--- config.mk ---
export PLATFORM = sky130hd
export DESIGN_NAME = lbbc_top
export DESIGN_NICKNAME = d
export VERILOG_FILES = /design/src/lbbc_pkg.sv /design/src/lbbc_div_if.sv /design/src/lbbc_freq_div.sv /design/src/lbbc_top.sv
export SDC_FILE = /design/constraint.sdc
export NUM_CORES = 1
export LEC_CHECK = 0
export ABC_AREA = 1
export BUFFER_PORTS_ARGS = -buffer_cell sky130_fd_sc_hd__clkbuf_2
export CORE_ASPECT_RATIO = 1.2
export CORE_UTILIZATION = 55
export DETAILED_ROUTE_END_ITERATION = 8
export PLACE_DENSITY_LB_ADDON = 0.08
export SLEW_MARGIN = 20
export SYNTH_ARGS = -nofsm -noshare
export SYNTH_HDL_FRONTEND = slang
export SYNTH_SLANG_ARGS = --single-unit
--- constraint.sdc ---
create_clock -name clk_sys -period 2.5 [get_ports clk_sys]
set_clock_uncertainty 0.05 [all_clocks]
set_input_delay 0.25 -clock clk_sys [delete_from_list [all_inputs] [get_ports clk_sys]]
set_output_delay 0.25 -clock clk_sys [all_outputs]
set_load 0.05 [all_outputs]
--- src/lbbc_pkg.sv ---
// Purpose: constants for the burst and brown-out control block
// Assumes: clk_sys at 10 MHz; input level code in 10 mV steps
// Notes:   fractions of the top switch frequency are in sixteenths
// Functional notes
// - switch only after brown-in; brown-out at 79%
// - overvoltage lock above 131%, release below 126%
// - stop half-bridge when level decays to brown-out
// - hold select input sensing 500 us after power-up
// - divider ratio 19/9/5.67 picks setting 1/2/3
// - setting latched until supply removed
// - after detection select input runs normal mode
// - top frequency kHz equals 270000 over dead-time ns
// - resume/halt sixteenths 7/8, 6/7, 5/6 per setting
// - halt at halt frequency, resume at resume frequency
// - start-up mode spans halt to top, exits below halt
// - delay counters tick at top switch frequency
// - 1024 ticks outputs off, soft-start pull after power-up
// - 131072 ticks outputs off after fault before retry
package lbbc_pkg;
  // ==========================================================
  // clock and times
  localparam int SYS_CLK_KHZ     = 10000;
  localparam int SENSE_TIME_US   = 500;
  localparam int SENSE_CYCLES    = SENSE_TIME_US * SYS_CLK_KHZ / 1000;
  localparam int PWRUP_TICKS     = 1024;
  localparam int RESTART_TICKS   = 131072;
  localparam int MIN_DEADTIME_NS = 275;
  localparam int MAX_TOP_KHZ     = 1000;
  // ==========================================================
  // input level thresholds, percent of brown-in
  localparam int BROWNIN_CODE   = 240;
  localparam int BROWNOUT_PCT   = 79;
  localparam int OV_TRIP_PCT    = 131;
  localparam int OV_RESTART_PCT = 126;
  localparam logic [9:0] BROWNOUT_CODE   =
    10'(BROWNIN_CODE * BROWNOUT_PCT / 100);
  localparam logic [9:0] OV_TRIP_CODE    =
    10'(BROWNIN_CODE * OV_TRIP_PCT / 100);
  localparam logic [9:0] OV_RESTART_CODE =
    10'(BROWNIN_CODE * OV_RESTART_PCT / 100);
  localparam logic [9:0] BROWNIN_LVL     = 10'(BROWNIN_CODE);
  // ==========================================================
  // select divider ratios (x100) and per-mille pin level
  localparam int RATIO1_X100 = 1900;
  localparam int RATIO2_X100 = 900;
  localparam int RATIO3_X100 = 567;
  localparam int RATIO_TOL_PM = 20;
  localparam int PM1 = 1000 * RATIO1_X100 / (RATIO1_X100 + 100);
  localparam int PM2 = 1000 * RATIO2_X100 / (RATIO2_X100 + 100);
  localparam int PM3 = 1000 * RATIO3_X100 / (RATIO3_X100 + 100);
  // ==========================================================
  // frequency relation and burst fractions
  localparam logic [18:0] DEADTIME_PRODUCT = 19'd270000;
  localparam logic [10:0] TOP_KHZ_SAT      = 11'h7ff;
  localparam logic [1:0]  SETTING_1 = 2'h1;
  localparam logic [1:0]  SETTING_2 = 2'h2;
  localparam logic [1:0]  SETTING_3 = 2'h3;
  localparam logic [4:0]  HALT16_S1   = 5'h08;
  localparam logic [4:0]  HALT16_S2   = 5'h07;
  localparam logic [4:0]  HALT16_S3   = 5'h06;
  localparam logic [4:0]  RESUME16_S1 = 5'h07;
  localparam logic [4:0]  RESUME16_S2 = 5'h06;
  localparam logic [4:0]  RESUME16_S3 = 5'h05;
  // ==========================================================
  typedef enum logic [2:0] {
    LBBC_SENSE   = 3'b000,
    LBBC_PWRDLY  = 3'b001,
    LBBC_WAITLVL = 3'b010,
    LBBC_RUN     = 3'b011,
    LBBC_RESTART = 3'b100
  } lbbc_state_type;
endpackage : lbbc_pkg

--- src/lbbc_div_if.sv ---
// Purpose: carries dead-time and top frequency between modules
// Assumes: one clock domain
// Notes:   req is a level; done is high for one cycle
`timescale 1ns/1ns
`default_nettype none
interface lbbc_div_if;
  logic        req;
  logic [9:0]  divisor;
  logic        done;
  logic [10:0] quotient;
  modport master (output req, output divisor,
                  input done, input quotient);
  modport slave  (input req, input divisor,
                  output done, output quotient);
endinterface : lbbc_div_if
`default_nettype wire

--- src/lbbc_freq_div.sv ---
// Purpose: top switch frequency from dead-time, by serial division
// Assumes: divisor stable while a division runs
// Notes:   saturates at 11 bits; zero divisor saturates
`timescale 1ns/1ns
`default_nettype none
module lbbc_freq_div (
  input  wire logic   clk_sys,
  input  wire logic   rst,
  lbbc_div_if.slave   dv
);
  typedef struct packed {
    logic        busy;
    logic [4:0]  step;
    logic [10:0] rem;
    logic [18:0] quo;
    logic [9:0]  dvsr;
    logic        done;
    logic [10:0] result;
  } lbbc_div_state_type;

  lbbc_div_state_type q_r, q_nxt;
  logic [10:0] trial;

  // ==========================================================
  // restoring division of the fixed product
  always_comb begin
    q_nxt = q_r;
    q_nxt.done = 1'b0;
    trial = {q_r.rem[9:0], q_r.quo[18]};
    if (!q_r.busy) begin
      if (dv.req) begin
        q_nxt.busy = 1'b1;
        q_nxt.step = 5'h00;
        q_nxt.rem  = 11'h000;
        q_nxt.quo  = lbbc_pkg::DEADTIME_PRODUCT;
        q_nxt.dvsr = dv.divisor;
      end
    end else begin
      q_nxt.rem = trial;
      q_nxt.quo = {q_r.quo[17:0], 1'b0};
      if (trial >= {1'b0, q_r.dvsr}) begin
        q_nxt.rem    = trial - {1'b0, q_r.dvsr};
        q_nxt.quo[0] = 1'b1;
      end
      q_nxt.step = q_r.step + 5'h01;
      if (q_r.step == 5'h12) begin
        q_nxt.busy = 1'b0;
        q_nxt.done = 1'b1;
        if (q_r.dvsr == 10'h000 || q_nxt.quo[18:11] != 8'h00) begin
          q_nxt.result = lbbc_pkg::TOP_KHZ_SAT;
        end else begin
          q_nxt.result = q_nxt.quo[10:0];
        end
      end
    end
  end

  always_ff @(posedge clk_sys) begin
    if (rst) begin
      q_r <= '0;
    end else begin
      q_r <= q_nxt;
    end
  end

  assign dv.done     = q_r.done;
  assign dv.quotient = q_r.result;
endmodule : lbbc_freq_div
`default_nettype wire

--- src/lbbc_top.sv ---
// Purpose: brown-in/out, overvoltage, burst select and burst control
// Assumes: analog words digitised outside, slowly varying
// Notes:   rst is supply power-up; delay counters tick at top frequency, sense counter at clk_sys
`timescale 1ns/1ns
`default_nettype none
module lbbc_top #(
  parameter int SENSE_CYCLES  = lbbc_pkg::SENSE_CYCLES,
  parameter int PWRUP_TICKS   = lbbc_pkg::PWRUP_TICKS,
  parameter int RESTART_TICKS = lbbc_pkg::RESTART_TICKS
) (
  input  wire logic       clk_sys,
  input  wire logic       rst,
  input  wire logic [9:0] inputLevelCode,
  input  wire logic [9:0] selectLevelPm,
  input  wire logic [9:0] deadtimeNs,
  input  wire logic [7:0] cmdFrac256,
  input  wire logic       currentFault,
  output logic            bridgeEnable,
  output logic            softStartPull,
  output logic            selectSensing,
  output logic [1:0]      burstSetting,
  output logic [10:0]     topSwitchKhz,
  output logic [4:0]      haltFrac16,
  output logic [4:0]      resumeFrac16,
  output logic            startupMode,
  output logic            faultRestart
);
  typedef struct packed {
    logic [9:0]  lvl1, lvl2, sel1, sel2, dt1, dt2;
    logic [7:0]  cmd1, cmd2;
    logic        cs1, cs2;
    lbbc_pkg::lbbc_state_type st;
    logic [17:0] cnt;
    logic [13:0] acc;
    logic        levelOk, ovLock, startup, burstOff;
    logic [1:0]  setting;
    logic [10:0] topKhz;
  } lbbc_top_state_type;

  lbbc_top_state_type s_r, s_nxt;
  lbbc_div_if dvIf ();
  logic [14:0] accSum;
  logic        tick;
  logic [8:0]  haltCmp, resumeCmp;

  // ==========================================================
  // elaboration check
  if (SENSE_CYCLES < 1 || PWRUP_TICKS < 1 || RESTART_TICKS < 1 ||
      SENSE_CYCLES > 262143 || RESTART_TICKS > 262143 ||
      PWRUP_TICKS > 262143) begin : g_bad_param
    $error("lbbc_top: count parameter out of range");
  end

  lbbc_freq_div u_div (
    .clk_sys (clk_sys),
    .rst     (rst),
    .dv      (dvIf.slave)
  );
  assign dvIf.req     = (s_r.st != lbbc_pkg::LBBC_SENSE);
  assign dvIf.divisor = s_r.dt2;

  // ==========================================================
  // tick generator at the top switch frequency
  assign accSum = {1'b0, s_r.acc} + {4'h0, s_r.topKhz};
  assign tick = (accSum >= 15'(lbbc_pkg::SYS_CLK_KHZ));

  // sixteenths scaled to the 1/256 command grid
  assign haltCmp   = {haltFrac16, 4'h0};
  assign resumeCmp = {resumeFrac16, 4'h0};

  always_comb begin
    case (s_r.setting)
      lbbc_pkg::SETTING_2: begin
        haltFrac16   = lbbc_pkg::HALT16_S2;
        resumeFrac16 = lbbc_pkg::RESUME16_S2;
      end
      lbbc_pkg::SETTING_3: begin
        haltFrac16   = lbbc_pkg::HALT16_S3;
        resumeFrac16 = lbbc_pkg::RESUME16_S3;
      end
      default: begin
        haltFrac16   = lbbc_pkg::HALT16_S1;
        resumeFrac16 = lbbc_pkg::RESUME16_S1;
      end
    endcase
  end

  // ==========================================================
  // main control
  always_comb begin
    s_nxt = s_r;
    s_nxt.lvl1 = inputLevelCode;
    s_nxt.lvl2 = s_r.lvl1;
    s_nxt.sel1 = selectLevelPm;
    s_nxt.sel2 = s_r.sel1;
    s_nxt.dt1  = deadtimeNs;
    s_nxt.dt2  = s_r.dt1;
    s_nxt.cmd1 = cmdFrac256;
    s_nxt.cmd2 = s_r.cmd1;
    s_nxt.cs1  = currentFault;
    s_nxt.cs2  = s_r.cs1;
    s_nxt.acc  = tick ? 14'(accSum - 15'(lbbc_pkg::SYS_CLK_KHZ))
                      : accSum[13:0];
    if (dvIf.done) begin
      s_nxt.topKhz = dvIf.quotient;
    end
    // level qualifiers with hysteresis
    if (s_r.lvl2 >= lbbc_pkg::BROWNIN_LVL) begin
      s_nxt.levelOk = 1'b1;
    end else if (s_r.lvl2 < lbbc_pkg::BROWNOUT_CODE) begin
      s_nxt.levelOk = 1'b0;
    end
    if (s_r.lvl2 > lbbc_pkg::OV_TRIP_CODE) begin
      s_nxt.ovLock = 1'b1;
    end else if (s_r.lvl2 < lbbc_pkg::OV_RESTART_CODE) begin
      s_nxt.ovLock = 1'b0;
    end
    case (s_r.st)
      lbbc_pkg::LBBC_SENSE: begin
        s_nxt.cnt = s_r.cnt + 18'h00001;
        if (s_r.cnt == 18'(SENSE_CYCLES - 1)) begin
          s_nxt.cnt = 18'h00000;
          s_nxt.st  = lbbc_pkg::LBBC_PWRDLY;
          if (s_r.sel2 + 10'(lbbc_pkg::RATIO_TOL_PM) >=
              10'(lbbc_pkg::PM2) && s_r.sel2 <=
              10'(lbbc_pkg::PM2 + lbbc_pkg::RATIO_TOL_PM)) begin
            s_nxt.setting = lbbc_pkg::SETTING_2;
          end else if (s_r.sel2 + 10'(lbbc_pkg::RATIO_TOL_PM) >=
              10'(lbbc_pkg::PM3) && s_r.sel2 <=
              10'(lbbc_pkg::PM3 + lbbc_pkg::RATIO_TOL_PM)) begin
            s_nxt.setting = lbbc_pkg::SETTING_3;
          end else begin
            s_nxt.setting = lbbc_pkg::SETTING_1;
          end
        end
      end
      lbbc_pkg::LBBC_PWRDLY: begin
        if (tick) begin
          s_nxt.cnt = s_r.cnt + 18'h00001;
          if (s_r.cnt == 18'(PWRUP_TICKS - 1)) begin
            s_nxt.cnt = 18'h00000;
            s_nxt.st  = lbbc_pkg::LBBC_WAITLVL;
          end
        end
      end
      lbbc_pkg::LBBC_WAITLVL: begin
        if (s_r.levelOk && !s_r.ovLock && !s_r.cs2) begin
          s_nxt.st       = lbbc_pkg::LBBC_RUN;
          s_nxt.startup  = 1'b1;
          s_nxt.burstOff = 1'b0;
        end
      end
      lbbc_pkg::LBBC_RUN: begin
        if (!s_nxt.levelOk || s_nxt.ovLock || s_r.cs2) begin
          s_nxt.st  = lbbc_pkg::LBBC_RESTART;
          s_nxt.cnt = 18'h00000;
        end else if (s_r.startup) begin
          if ({1'b0, s_r.cmd2} < haltCmp) begin
            s_nxt.startup = 1'b0;
          end
        end else if ({1'b0, s_r.cmd2} >= haltCmp) begin
          s_nxt.burstOff = 1'b1;
        end else if ({1'b0, s_r.cmd2} <= resumeCmp) begin
          s_nxt.burstOff = 1'b0;
        end
      end
      lbbc_pkg::LBBC_RESTART: begin
        if (tick) begin
          s_nxt.cnt = s_r.cnt + 18'h00001;
          if (s_r.cnt == 18'(RESTART_TICKS - 1)) begin
            // off-state already held the pull-up; retry without extra delay
            s_nxt.cnt = 18'h00000;
            s_nxt.st  = lbbc_pkg::LBBC_WAITLVL;
          end
        end
      end
      default: begin
        s_nxt.st = lbbc_pkg::LBBC_SENSE;
      end
    endcase
  end

  always_ff @(posedge clk_sys) begin
    if (rst) begin
      s_r <= '0;
      s_r.st <= lbbc_pkg::LBBC_SENSE;
      s_r.setting <= lbbc_pkg::SETTING_1;
    end else begin
      s_r <= s_nxt;
    end
  end

  // ==========================================================
  // outputs
  assign bridgeEnable  = (s_r.st == lbbc_pkg::LBBC_RUN) &&
                         !s_r.burstOff;
  assign softStartPull = (s_r.st == lbbc_pkg::LBBC_PWRDLY) ||
                         (s_r.st == lbbc_pkg::LBBC_RESTART);
  assign selectSensing = (s_r.st == lbbc_pkg::LBBC_SENSE);
  assign burstSetting  = s_r.setting;
  assign topSwitchKhz  = s_r.topKhz;
  assign startupMode   = s_r.startup && (s_r.st == lbbc_pkg::LBBC_RUN);
  assign faultRestart  = (s_r.st == lbbc_pkg::LBBC_RESTART);
endmodule : lbbc_top
`default_nettype wire

* Word-level counts from Yosys, hierarchy flattened
Index checks and enable logic that the tools add are counted.
** Storage, ports and cells
- Register bits after elaboration :: 187
- Logic and storage cells :: 128
- Output and inout bits :: 28
- Input port bits :: 41
** Operators by class
- Add/subtract/negate cells :: 6
- Order comparisons :: 13
- Equal/unequal tests :: 20
- Reductions and logical operators :: 29
- Bitwise logic cells :: 1
- Muxes and demuxes :: 33
** Operators with widths (count)
- 2-to-1 mux 21 bit :: 6
- case mux 18 bit (4 select lines) :: 1
- 2-to-1 mux 46 bit :: 1
- 2-to-1 mux 36 bit :: 1
- 2-to-1 mux 11 bit :: 2
- greater-or-equal comparator 10 bit (second input constant) :: 2
- less-or-equal comparator 10 bit (second input constant) :: 2
- adder 18 x 1 -> 18 bit (second input constant) :: 1
- == test 18 x 10 -> 1 bit (second input constant) :: 1
- == test 18 x 13 -> 1 bit (second input constant) :: 1
- == test 18 x 17 -> 1 bit (second input constant) :: 1
- adder 14 x 11 -> 15 bit :: 1
- greater-or-equal comparator 15 x 14 -> 1 bit (second input constant) :: 1
- case mux 3 bit (5 select lines) :: 1
- 2-to-1 mux 14 bit :: 1
- subtractor 14 bit (second input constant) :: 1
- 2-to-1 mux 12 bit :: 1
- inequality test 2 bit (second input constant) :: 6
- greater-or-equal comparator 11 x 10 -> 1 bit :: 1
- 2-to-1 mux 1 bit :: 11
- subtractor 11 x 10 -> 11 bit :: 1
- adder 10 x 5 -> 10 bit (second input constant) :: 1
- greater-or-equal comparator 10 x 8 -> 1 bit (second input constant) :: 1
- > comparator 10 x 9 -> 1 bit (second input constant) :: 1
- 33 further kinds :: 55

* Longest topological paths before layout
Gate-level depths: netlist of the first run.
- Depth after elaboration :: 8
- Gate-level depth with buffers :: 22
- Depth with buffers taken out :: 21

* By module
A second synthesis of the first run with hierarchy kept.
** Unflattened totals
- Cell total of the unflattened synthesis :: 1378
- Area, all modules :: 9525.4 µm²
** Modules (own cells, without submodules)
- lbbc_top :: times used 1, cells an instance 970, area an instance 6576.3 µm², seq. area each 2602.5 µm²
- lbbc_freq_div :: times used 1, cells an instance 408, area an instance 2949.1 µm², seq. area each 1141.1 µm²

* Worst setup path before layout of the first run
No wires, ideal clock.
- Kind :: reg2reg
- From :: register s_r (netlist bit burstSetting[1])
- To :: register s_r[13] (netlist bit)
- Setup slack :: -589 ps
- Clock period less this slack :: 3089 ps
- Path buffers :: 0
- Stages on the path, launching flop included :: 11
- Library setup time :: 135 ps
- Required time :: 2315 ps
- Data arrival time :: 2904 ps
- Path through :: dfxtp_1 -> inv_1 -> nor2_1 -> inv_1 -> ha_1 -> o31ai_1 -> o21ai_0 -> nand2_1 -> nand2_1 -> nand2_1 -> a21oi_1
** Between the ends
- Cells in the longest elaborated chain, start to end :: 7
- Elaborated cells between the ends (all ways) :: 12
- Classes of those cells :: order compare: 2; eq/ne: 3; mux: 6; reduce/logical: 1
** RTL lines
- start, declared :: line lbbc_top.sv:40 : lbbc_top_state_type s_r, s_nxt;
- start signal, assigned :: line lbbc_top.sv:189 : s_r <= s_nxt;
- == test 2 bit :: line lbbc_top.sv:72 : case (s_r.setting)
- case mux 4 bit (2 select lines) * :: line lbbc_top.sv:72
- named net haltFrac16[3] :: line lbbc_top.sv:23 : output logic [4:0] haltFrac16,
- greater-or-equal comparator 8 x 9 -> 1 bit * :: line lbbc_top.sv:161 : end else if ({1'b0, s_r.cmd2} >= haltCmp) begin
- 2-to-1 mux 1 bit :: line lbbc_top.sv:161
- 2-to-1 mux 1 bit :: line lbbc_top.sv:157 : end else if (s_r.startup) begin
- 2-to-1 mux 2 bit :: line lbbc_top.sv:154 : if (!s_nxt.levelOk || s_nxt.ovLock || s_r.cs2) begin
- case mux 2 bit (2 select lines) :: line lbbc_top.sv:118 : case (s_r.st)
The timed path passes the listed nets; every way through them passes the cells marked *. The select of a mux whose other input is x is not followed.
A chain may end at the register's enable or synchronous reset.

* Worst setup path in the final report of the first run
- From :: register s_r (netlist bit topSwitchKhz[0])
- To :: register s_r[51] (netlist bit)
** Between the ends
- Cells in the longest elaborated chain, start to end :: 4
- Elaborated cells between the ends (all ways) :: 5
- Classes of those cells :: add/sub: 1; order compare: 1; eq/ne: 2; reduce/logical: 1
** RTL lines
- adder 14 x 11 -> 15 bit * :: line lbbc_top.sv:64 : assign accSum = {1'b0, s_r.acc} + {4'h0, s_r.topKhz};
- greater-or-equal comparator 15 x 14 -> 1 bit * :: line lbbc_top.sv:65 : assign tick = (accSum >= 15'(lbbc_pkg::SYS_CLK_KHZ));
- inequality test 2 bit (no source line) / inequality test 2 x 1 -> 1 bit (equally long branches)
- AND reduction 7 bit (no source line) *
Mark *: on every way between the ends. The rest lies on a longest branch, timed or not.

==> results of run 1 <==
## power by group through the flow
stage | Combinational, mW | Clock [mW] | Sequential, mW
floorplan | 3.32 | 0 | 3.72
global placement | 4.21 | 0 | 3.85
detailed placement | 4.27 | 0 | 3.85
CTS | 4.59 | 2.96 | 3.78
global route | 5.38 | 3.10 | 3.85
finish | 4.77 | 2.91 | 3.79
## cell usage in the layout (no fill, tap or decap), drive strengths merged
cell         count
nand2          239
inv            229
nor2           198
dfxtp          187
a21oi           88
buf             88
clkbuf          80
nand3           74
o21ai           53
dlygate4sd3     39
ha              36
nand4           29
o221ai          19
nor3            17
xor2            13
nor4            12
clkinv           6
xnor2            5
o21bai           5
a31oi            4
conb             4
o211ai           3
bufinv           3
or2              3
o31ai            2
a21boi           2
fa               2
and2             1
a311oi           1
o2111a           1
o2111ai          1
o221a            1
a211oi           1
o22ai            1
## kinds of logic after synthesis
kind of cell               share of synthesized area (%)
xor gates and xnor gates                            1.80
buffers and inverters                               12.9
DFF                                                 40.8
other                                             0.0818
AOI/OAI and AO/OA                                   11.6
adders and majority gates                           5.34
and+or+nand+nor                                     27.5
## layout make-up
type | count | area [um2] | share of cell area [%]
clock buffers | 17 | 425 | 3.70
repair buffers | 190 | 1440 | 12.6
well taps | 212 | 265 | 2.31
multi-input cells | 815 | 4550 | 39.6
clock inverters | 15 | 221 | 1.93
flip-flops and latches | 187 | 3750 | 32.6
inverters | 223 | 841 | 7.32
## Yosys cell counts, types with 2 or more instances
library cell	number	area [um2]
nand2_1	222	833
inv_1	216	811
nor2_1	191	717
dfxtp_1	187	3740
a21oi_1	81	405
nand3_1	64	320
o21ai_0	53	265
ha_1	36	450
clkbuf_1	33	124
nand4_1	28	175
buf_4	19	143
o221ai_1	19	166
nand2_2	16	100
nor3_1	16	80.1
nor4_1	12	75.1
xor2_1	12	105
nand3_2	9	90.1
a21oi_2	7	61.3
buf_2	5	25.0
inv_2	5	18.8
nor2_2	5	31.3
o21bai_1	5	37.5
xnor2_1	5	43.8
a31oi_1	4	25.0
buf_6	3	33.8
o211ai_1	3	22.5
conb_1	2	7.51
fa_1	2	40.0
nor2_4	2	22.5
o31ai_1	2	15.0
or2_2	2	12.5
## timing repair
action / 4_1_cts / 5_1_grt
cloned: 2 / 0
buffers inserted: 6 / 8
resized for setup: 28 / 52
hold buffers: 39 / 0
setup endpoints to repair: 30 / 40
hold endpoints to repair: 39 / 0
pin swaps: 10 / 17
## path summary, 6_finish.rpt
check | startpoint | end | slack, ns | cells past startpoint
max reg2reg | topSwitchKhz[0] | s_r[51] | -0.21 | 17
min reg2reg | s_nxt[112] | s_r[112] | 0.35 | 2
max | topSwitchKhz[0] | s_r[51] | -0.21 | 17
min | rst | s_r[44] | 0.27 | 4
## per-stage QoR
step	total power, mW	cell area, um2
finish	11.5	11500
global route	12.3	11500
CTS	11.3	11300
detailed placement	8.12	10100
global placement	8.06	10100
floorplan	7.04	9240
## flip-flops by register name (all words and copies together) (netlist names)
name	flops
topSwitchKhz	11
s_nxt	39
burstSetting	2
s_r	68
u_div.q_r	45
u_div.dv.done	1
u_div.dv.quotient	11
dvIf.divisor	10
## metal layers
| layer | GRT usage (%) | share of wire, % | vias up |
|---|---|---|---|
| li1 | - | - | 4352 |
| met1 | 28.9 | 44 | 3692 |
| met2 | 45.3 | 51 | 163 |
| met3 | 4.68 | 3.6 | 24 |
| met4 | 8.36 | 1.5 | 0 |
| met5 | 0 | 0 | - |
## critical path, delay by kind of cell (launching register included)
family	cells	cell delay (ns)
XOR/XNOR	1	0.16
flip-flops	1	0.34
AND/OR/NAND/NOR	10	1.09
buffers and inverters	3	0.30
adder cells (fa/ha/maj)	3	0.68
==> results.sh, run 1 <==
export IMPL_outcome="finished with violations"
export IMPL_violations="negative setup slack"
export IMPL_p_comb_share_pct=41.6
export IMPL_finalSetupTns_ns=-5.28
export IMPL_ir_drop_mv=0.624
export IMPL_routed_via_count=8231
export IMPL_antenna_cells=0
export IMPL_power_net_switching_mw=4.54
export IMPL_cts_sinks=187
export IMPL_cp_start_kind="register"
export IMPL_grt_pass1_wl_um=34700
export IMPL_initial_core_util_pct=56.4
export IMPL_coreArea_mm2=0.0163
export IMPL_std_cell_rows=51
export IMPL_insertion_delay_ns=0.43
export IMPL_drcViolationCount=0
export IMPL_swShare_pct=39.5
export IMPL_yosysWarnings=0
export IMPL_internal_power_mw=6.94
export IMPL_area_growth_pct=25.2
export IMPL_slew_headroom_pct=55.3
export IMPL_gp_congestion=0.942
export IMPL_avgSynthCellArea_um2=7.14
export IMPL_nets=1513
export IMPL_ys_ff_latch=187
export IMPL_cts_path_max_buffers=2
export IMPL_path_class="register to register"
export IMPL_syn_area_mm2=0.00918
export IMPL_place_ws_ns=-0.298
export IMPL_path_common_cell="nand3_2"
export IMPL_synth_edf_count=0
export IMPL_post_drt_wl_per_cell_um=12.3
export IMPL_final_cells=1659
export IMPL_cts_buffers=17
export IMPL_first_global_vias=7780
export IMPL_grt_usage_pct=24.8
export IMPL_grt_max_degree=70
export IMPL_final_antenna_net_count=0
export IMPL_leakage_nw=5.56
export IMPL_antenna_found_initial=0
export IMPL_min_path_type="primary input to register"
export IMPL_wirelength_um=20400
export IMPL_timing_final_crit_share_pct=109
export IMPL_layout_drive_gt1_share_pct=20.3
export IMPL_crit_path_cell_trace="ha_4 > fa_2 > nand3_2 > nand3_4 > xor2_4 > ha_2 > nand4_1 > nor2_1 > nand3_1 > nor2_2 > nand3_2 > nand4_4 > buf_12 > buf_4 > nand3_2 > nand3_1 > inv_1"
export IMPL_die_h_um=144
export IMPL_numPlacedInstances=1573
export IMPL_final_setup_worst_slack_ns=-0.214
export IMPL_cp_required_ns=2.77
export IMPL_drtIter0Drc=483
export IMPL_post_synth_num_cell_types=50
export IMPL_drt_vias_per_instance=4.96
export IMPL_ios=69
export IMPL_cts_tree="built"
export IMPL_fmaxAchievable_ghz=0.368
export IMPL_cp_arrival_ns=2.99
export IMPL_syn_instance_count=1285
export IMPL_hold_slack_ns=0.275
export IMPL_nFillCells=1312
export IMPL_clkSlewWorstSetupHoldPaths_ns=0.07
export IMPL_cp_max_fo=7
export IMPL_power_density_mw_per_mm2=998
export IMPL_async_reset_ff_share_pct=0
export IMPL_hold_violations=0
export IMPL_maxSlewViolCount=0
export IMPL_post_route_min_period_ns=2.71
export IMPL_die_area_mm2=0.0172
export IMPL_dp_hpwl_um=14100
export IMPL_gr_total_overflow=0
export IMPL_crit_slowest_cell="dfxtp_2"
export IMPL_ys_flop_type="dfxtp_1"
export IMPL_utilization_pct=70.6
export IMPL_setup_viol=31
export IMPL_cts_max_level=4
export IMPL_max_stage_delay_ns=0.34
export IMPL_cp_end_kind="register"
export IMPL_rsz0062_at_grt="true"
export IMPL_cap_violations=0
export IMPL_seqPwrFrac_pct=33.1
export IMPL_cts_root_buf="clkbuf_16"
export IMPL_p_clk_share_pct=25.4
export IMPL_firstDrtPassIters=5
export IMPL_die_x_um=120
export IMPL_tightest_slew_ns=0.670
export IMPL_ys_seq_area_share_pct=40.8
export IMPL_numPortBuffers=64
(Power assumes the default switching activity.)
==> inputs of run 2 (changes only) <==
--- a/config.mk
+++ b/config.mk
@@ -11,6 +11,7 @@
 export CORE_UTILIZATION = 55
 export DETAILED_ROUTE_END_ITERATION = 8
 export PLACE_DENSITY_LB_ADDON = 0.08
+export RECOVER_POWER = 50
 export SLEW_MARGIN = 20
 export SYNTH_ARGS = -nofsm -noshare
 export SYNTH_HDL_FRONTEND = slang
==> results.sh, run 2 (synthesis results as in run 1) <==
export IMPL_nets=1513
export IMPL_antenna_found_initial=0
export IMPL_numPlacedInstances=1573
export IMPL_cp_arrival_ns=2.99
export IMPL_cp_end_kind="register"
export IMPL_r2r_start="topSwitchKhz[0]"
export IMPL_routed_via_count=8229
export IMPL_final_common_cell="inv_1"
export IMPL_cts_root_buf="clkbuf_16"
export IMPL_final_cells=1659
export IMPL_layout_drive_gt1_share_pct=20.2
export IMPL_hold_start="rst"
export IMPL_final_antenna_net_count=0
export IMPL_swShare_pct=39.5
export IMPL_ios=69
export IMPL_die_area_mm2=0.0172
export IMPL_grt_pass1_wl_um=34700
export IMPL_drt_vias_per_instance=4.96
export IMPL_min_path_type="primary input to register"
export IMPL_utilization_pct=70.6
export IMPL_tightest_slew_ns=0.920
export IMPL_cts_sinks=187
export IMPL_violations="negative setup slack"
export IMPL_timing_final_crit_share_pct=109
export IMPL_path_class="register to register"
export IMPL_grt_max_degree=70
export IMPL_fmaxAchievable_ghz=0.369
export IMPL_cp_required_ns=2.77
export IMPL_die_h_um=144
export IMPL_cts_path_max_buffers=2
export IMPL_clkSlewWorstSetupHoldPaths_ns=0.07
export IMPL_drtIter0Drc=482
export IMPL_insertion_delay_ns=0.43
export IMPL_grt_usage_pct=24.8
export IMPL_hold_violations=0
export IMPL_ir_drop_mv=0.624
export IMPL_internal_power_mw=6.93
export IMPL_setup_viol=31
export IMPL_p_clk_share_pct=25.4
export IMPL_numPortBuffers=64
export IMPL_hold_depth=4
export IMPL_cts_tree="built"
export IMPL_outcome="finished with violations"
export IMPL_wirelength_um=20400
export IMPL_slew_headroom_pct=38.6
export IMPL_rsz0062_at_grt="true"
export IMPL_cap_violations=0
export IMPL_power_net_switching_mw=4.53
export IMPL_final_setup_worst_slack_ns=-0.213
export IMPL_whs_endpoint="s_r[44]"
export IMPL_firstDrtPassIters=5
export IMPL_largest_reg_flops=68
export IMPL_r2r_cells=17
export IMPL_cts_buffers=17
export IMPL_gr_total_overflow=0
export IMPL_drcViolationCount=0
export IMPL_nFillCells=1312
export IMPL_dp_hpwl_um=14100
export IMPL_final_cell_mix="inv_1, nand2_1, nor2_1"
export IMPL_post_drt_wl_per_cell_um=12.3
export IMPL_antenna_cells=0
export IMPL_regMostFlops="s_r"
export IMPL_maxSlewViolCount=0
export IMPL_regToRegSetupSlack_ns=-0.21
export IMPL_seqPwrFrac_pct=33.1
export IMPL_power_density_mw_per_mm2=998
export IMPL_leakage_nw=5.55
export IMPL_gp_congestion=0.942
export IMPL_r2r_end="s_r[51]"
export IMPL_coreArea_mm2=0.0163
export IMPL_p_comb_share_pct=41.5
export IMPL_std_cell_rows=51
export IMPL_area_growth_pct=25.2
export IMPL_first_global_vias=7780
export IMPL_die_x_um=120
export IMPL_initial_core_util_pct=56.4
export IMPL_post_route_min_period_ns=2.71
export IMPL_seqCellArea_mm2=0.00375
export IMPL_cp_start_kind="register"
export IMPL_cp_max_fo=7
export IMPL_multi_input_area_mm2=0.00455
export IMPL_cts_max_level=4
[run 2: per-layer routing]
layer  up-vias  global-route usage, %  share of wire (%)
met5         -                      0                  0
met4         0                   8.36                1.5
met3        24                   4.68                3.5
met2       163                   45.3                 51
met1      3690                   28.9                 44
li1       4352                      -                  -
[run 2: worst max-delay path by stage]
stage	slack, ns	depth (start not counted)	endpoint	start
finish	-0.21	17	s_r[51]	topSwitchKhz[0]
floorplan	-0.03	17	s_r[34]	topSwitchKhz[0]
global placement	-0.24	16	s_r[49]	topSwitchKhz[0]
detailed placement	-0.30	16	s_r[49]	s_r[17]
CTS	-0.19	16	s_r[49]	topSwitchKhz[0]
global route	-0.39	20	s_r[50]	topSwitchKhz[1]
[run 2: what timing repair did]
| item | in CTS | in global routing |
|---|---|---|
| endpoints found under the setup margin | 30 | 40 |
| cloned | 2 | 0 |
| pin swaps | 10 | 17 |
| hold buffers | 39 | 0 |
| resized for setup | 28 | 52 |
| endpoints found under the hold margin | 39 | 0 |
| buffers inserted | 6 | 8 |
[run 2: through the flow]
step                      total power, mW  setup TNS (ns)  hold WS, ns  cell area, um2  worst slack (ns)
final                                11.5           -5.26        0.275           11500            -0.213
after global routing                 12.3          -10.32        0.292           11500            -0.390
after CTS                            11.3           -4.35        0.261           11300            -0.189
after detailed placement             8.12           -5.65        0.342           10100            -0.298
after global placement               8.06           -4.59        0.339           10100            -0.240
after floorplan                      7.04          -0.150        0.307            9240           -0.0307
[run 2: final cells by class]
type | instances | share of cell area (%)
sequential | 187 | 32.7
multi-input combinational | 815 | 39.6
clock buffer | 17 | 3.70
tap | 212 | 2.31
clock inverter | 15 | 1.93
inverter | 223 | 7.32
timing repair buffer | 190 | 12.5
[run 2: power groups by stage]
stage	Clock, mW	Combinational, mW	Sequential (mW)
2_1_floorplan	0	3.32	3.72
3_3_place_gp	0	4.21	3.85
3_5_place_dp	0	4.27	3.85
4_1_cts	2.96	4.59	3.78
5_1_grt	3.10	5.38	3.85
6_report	2.91	4.76	3.79
[run 2: worst max-delay path, stage by stage, from the launching register on]
cell,delay [ns]
dfxtp_2,0.34
ha_4,0.16
fa_2,0.34
nand3_2,0.09
nand3_4,0.10
xor2_4,0.16
ha_2,0.18
nand4_1,0.10
nor2_1,0.12
nand3_1,0.11
nor2_2,0.15
nand3_2,0.12
nand4_4,0.18
buf_12,0.15
buf_4,0.11
nand3_2,0.04
nand3_1,0.08
inv_1,0.04
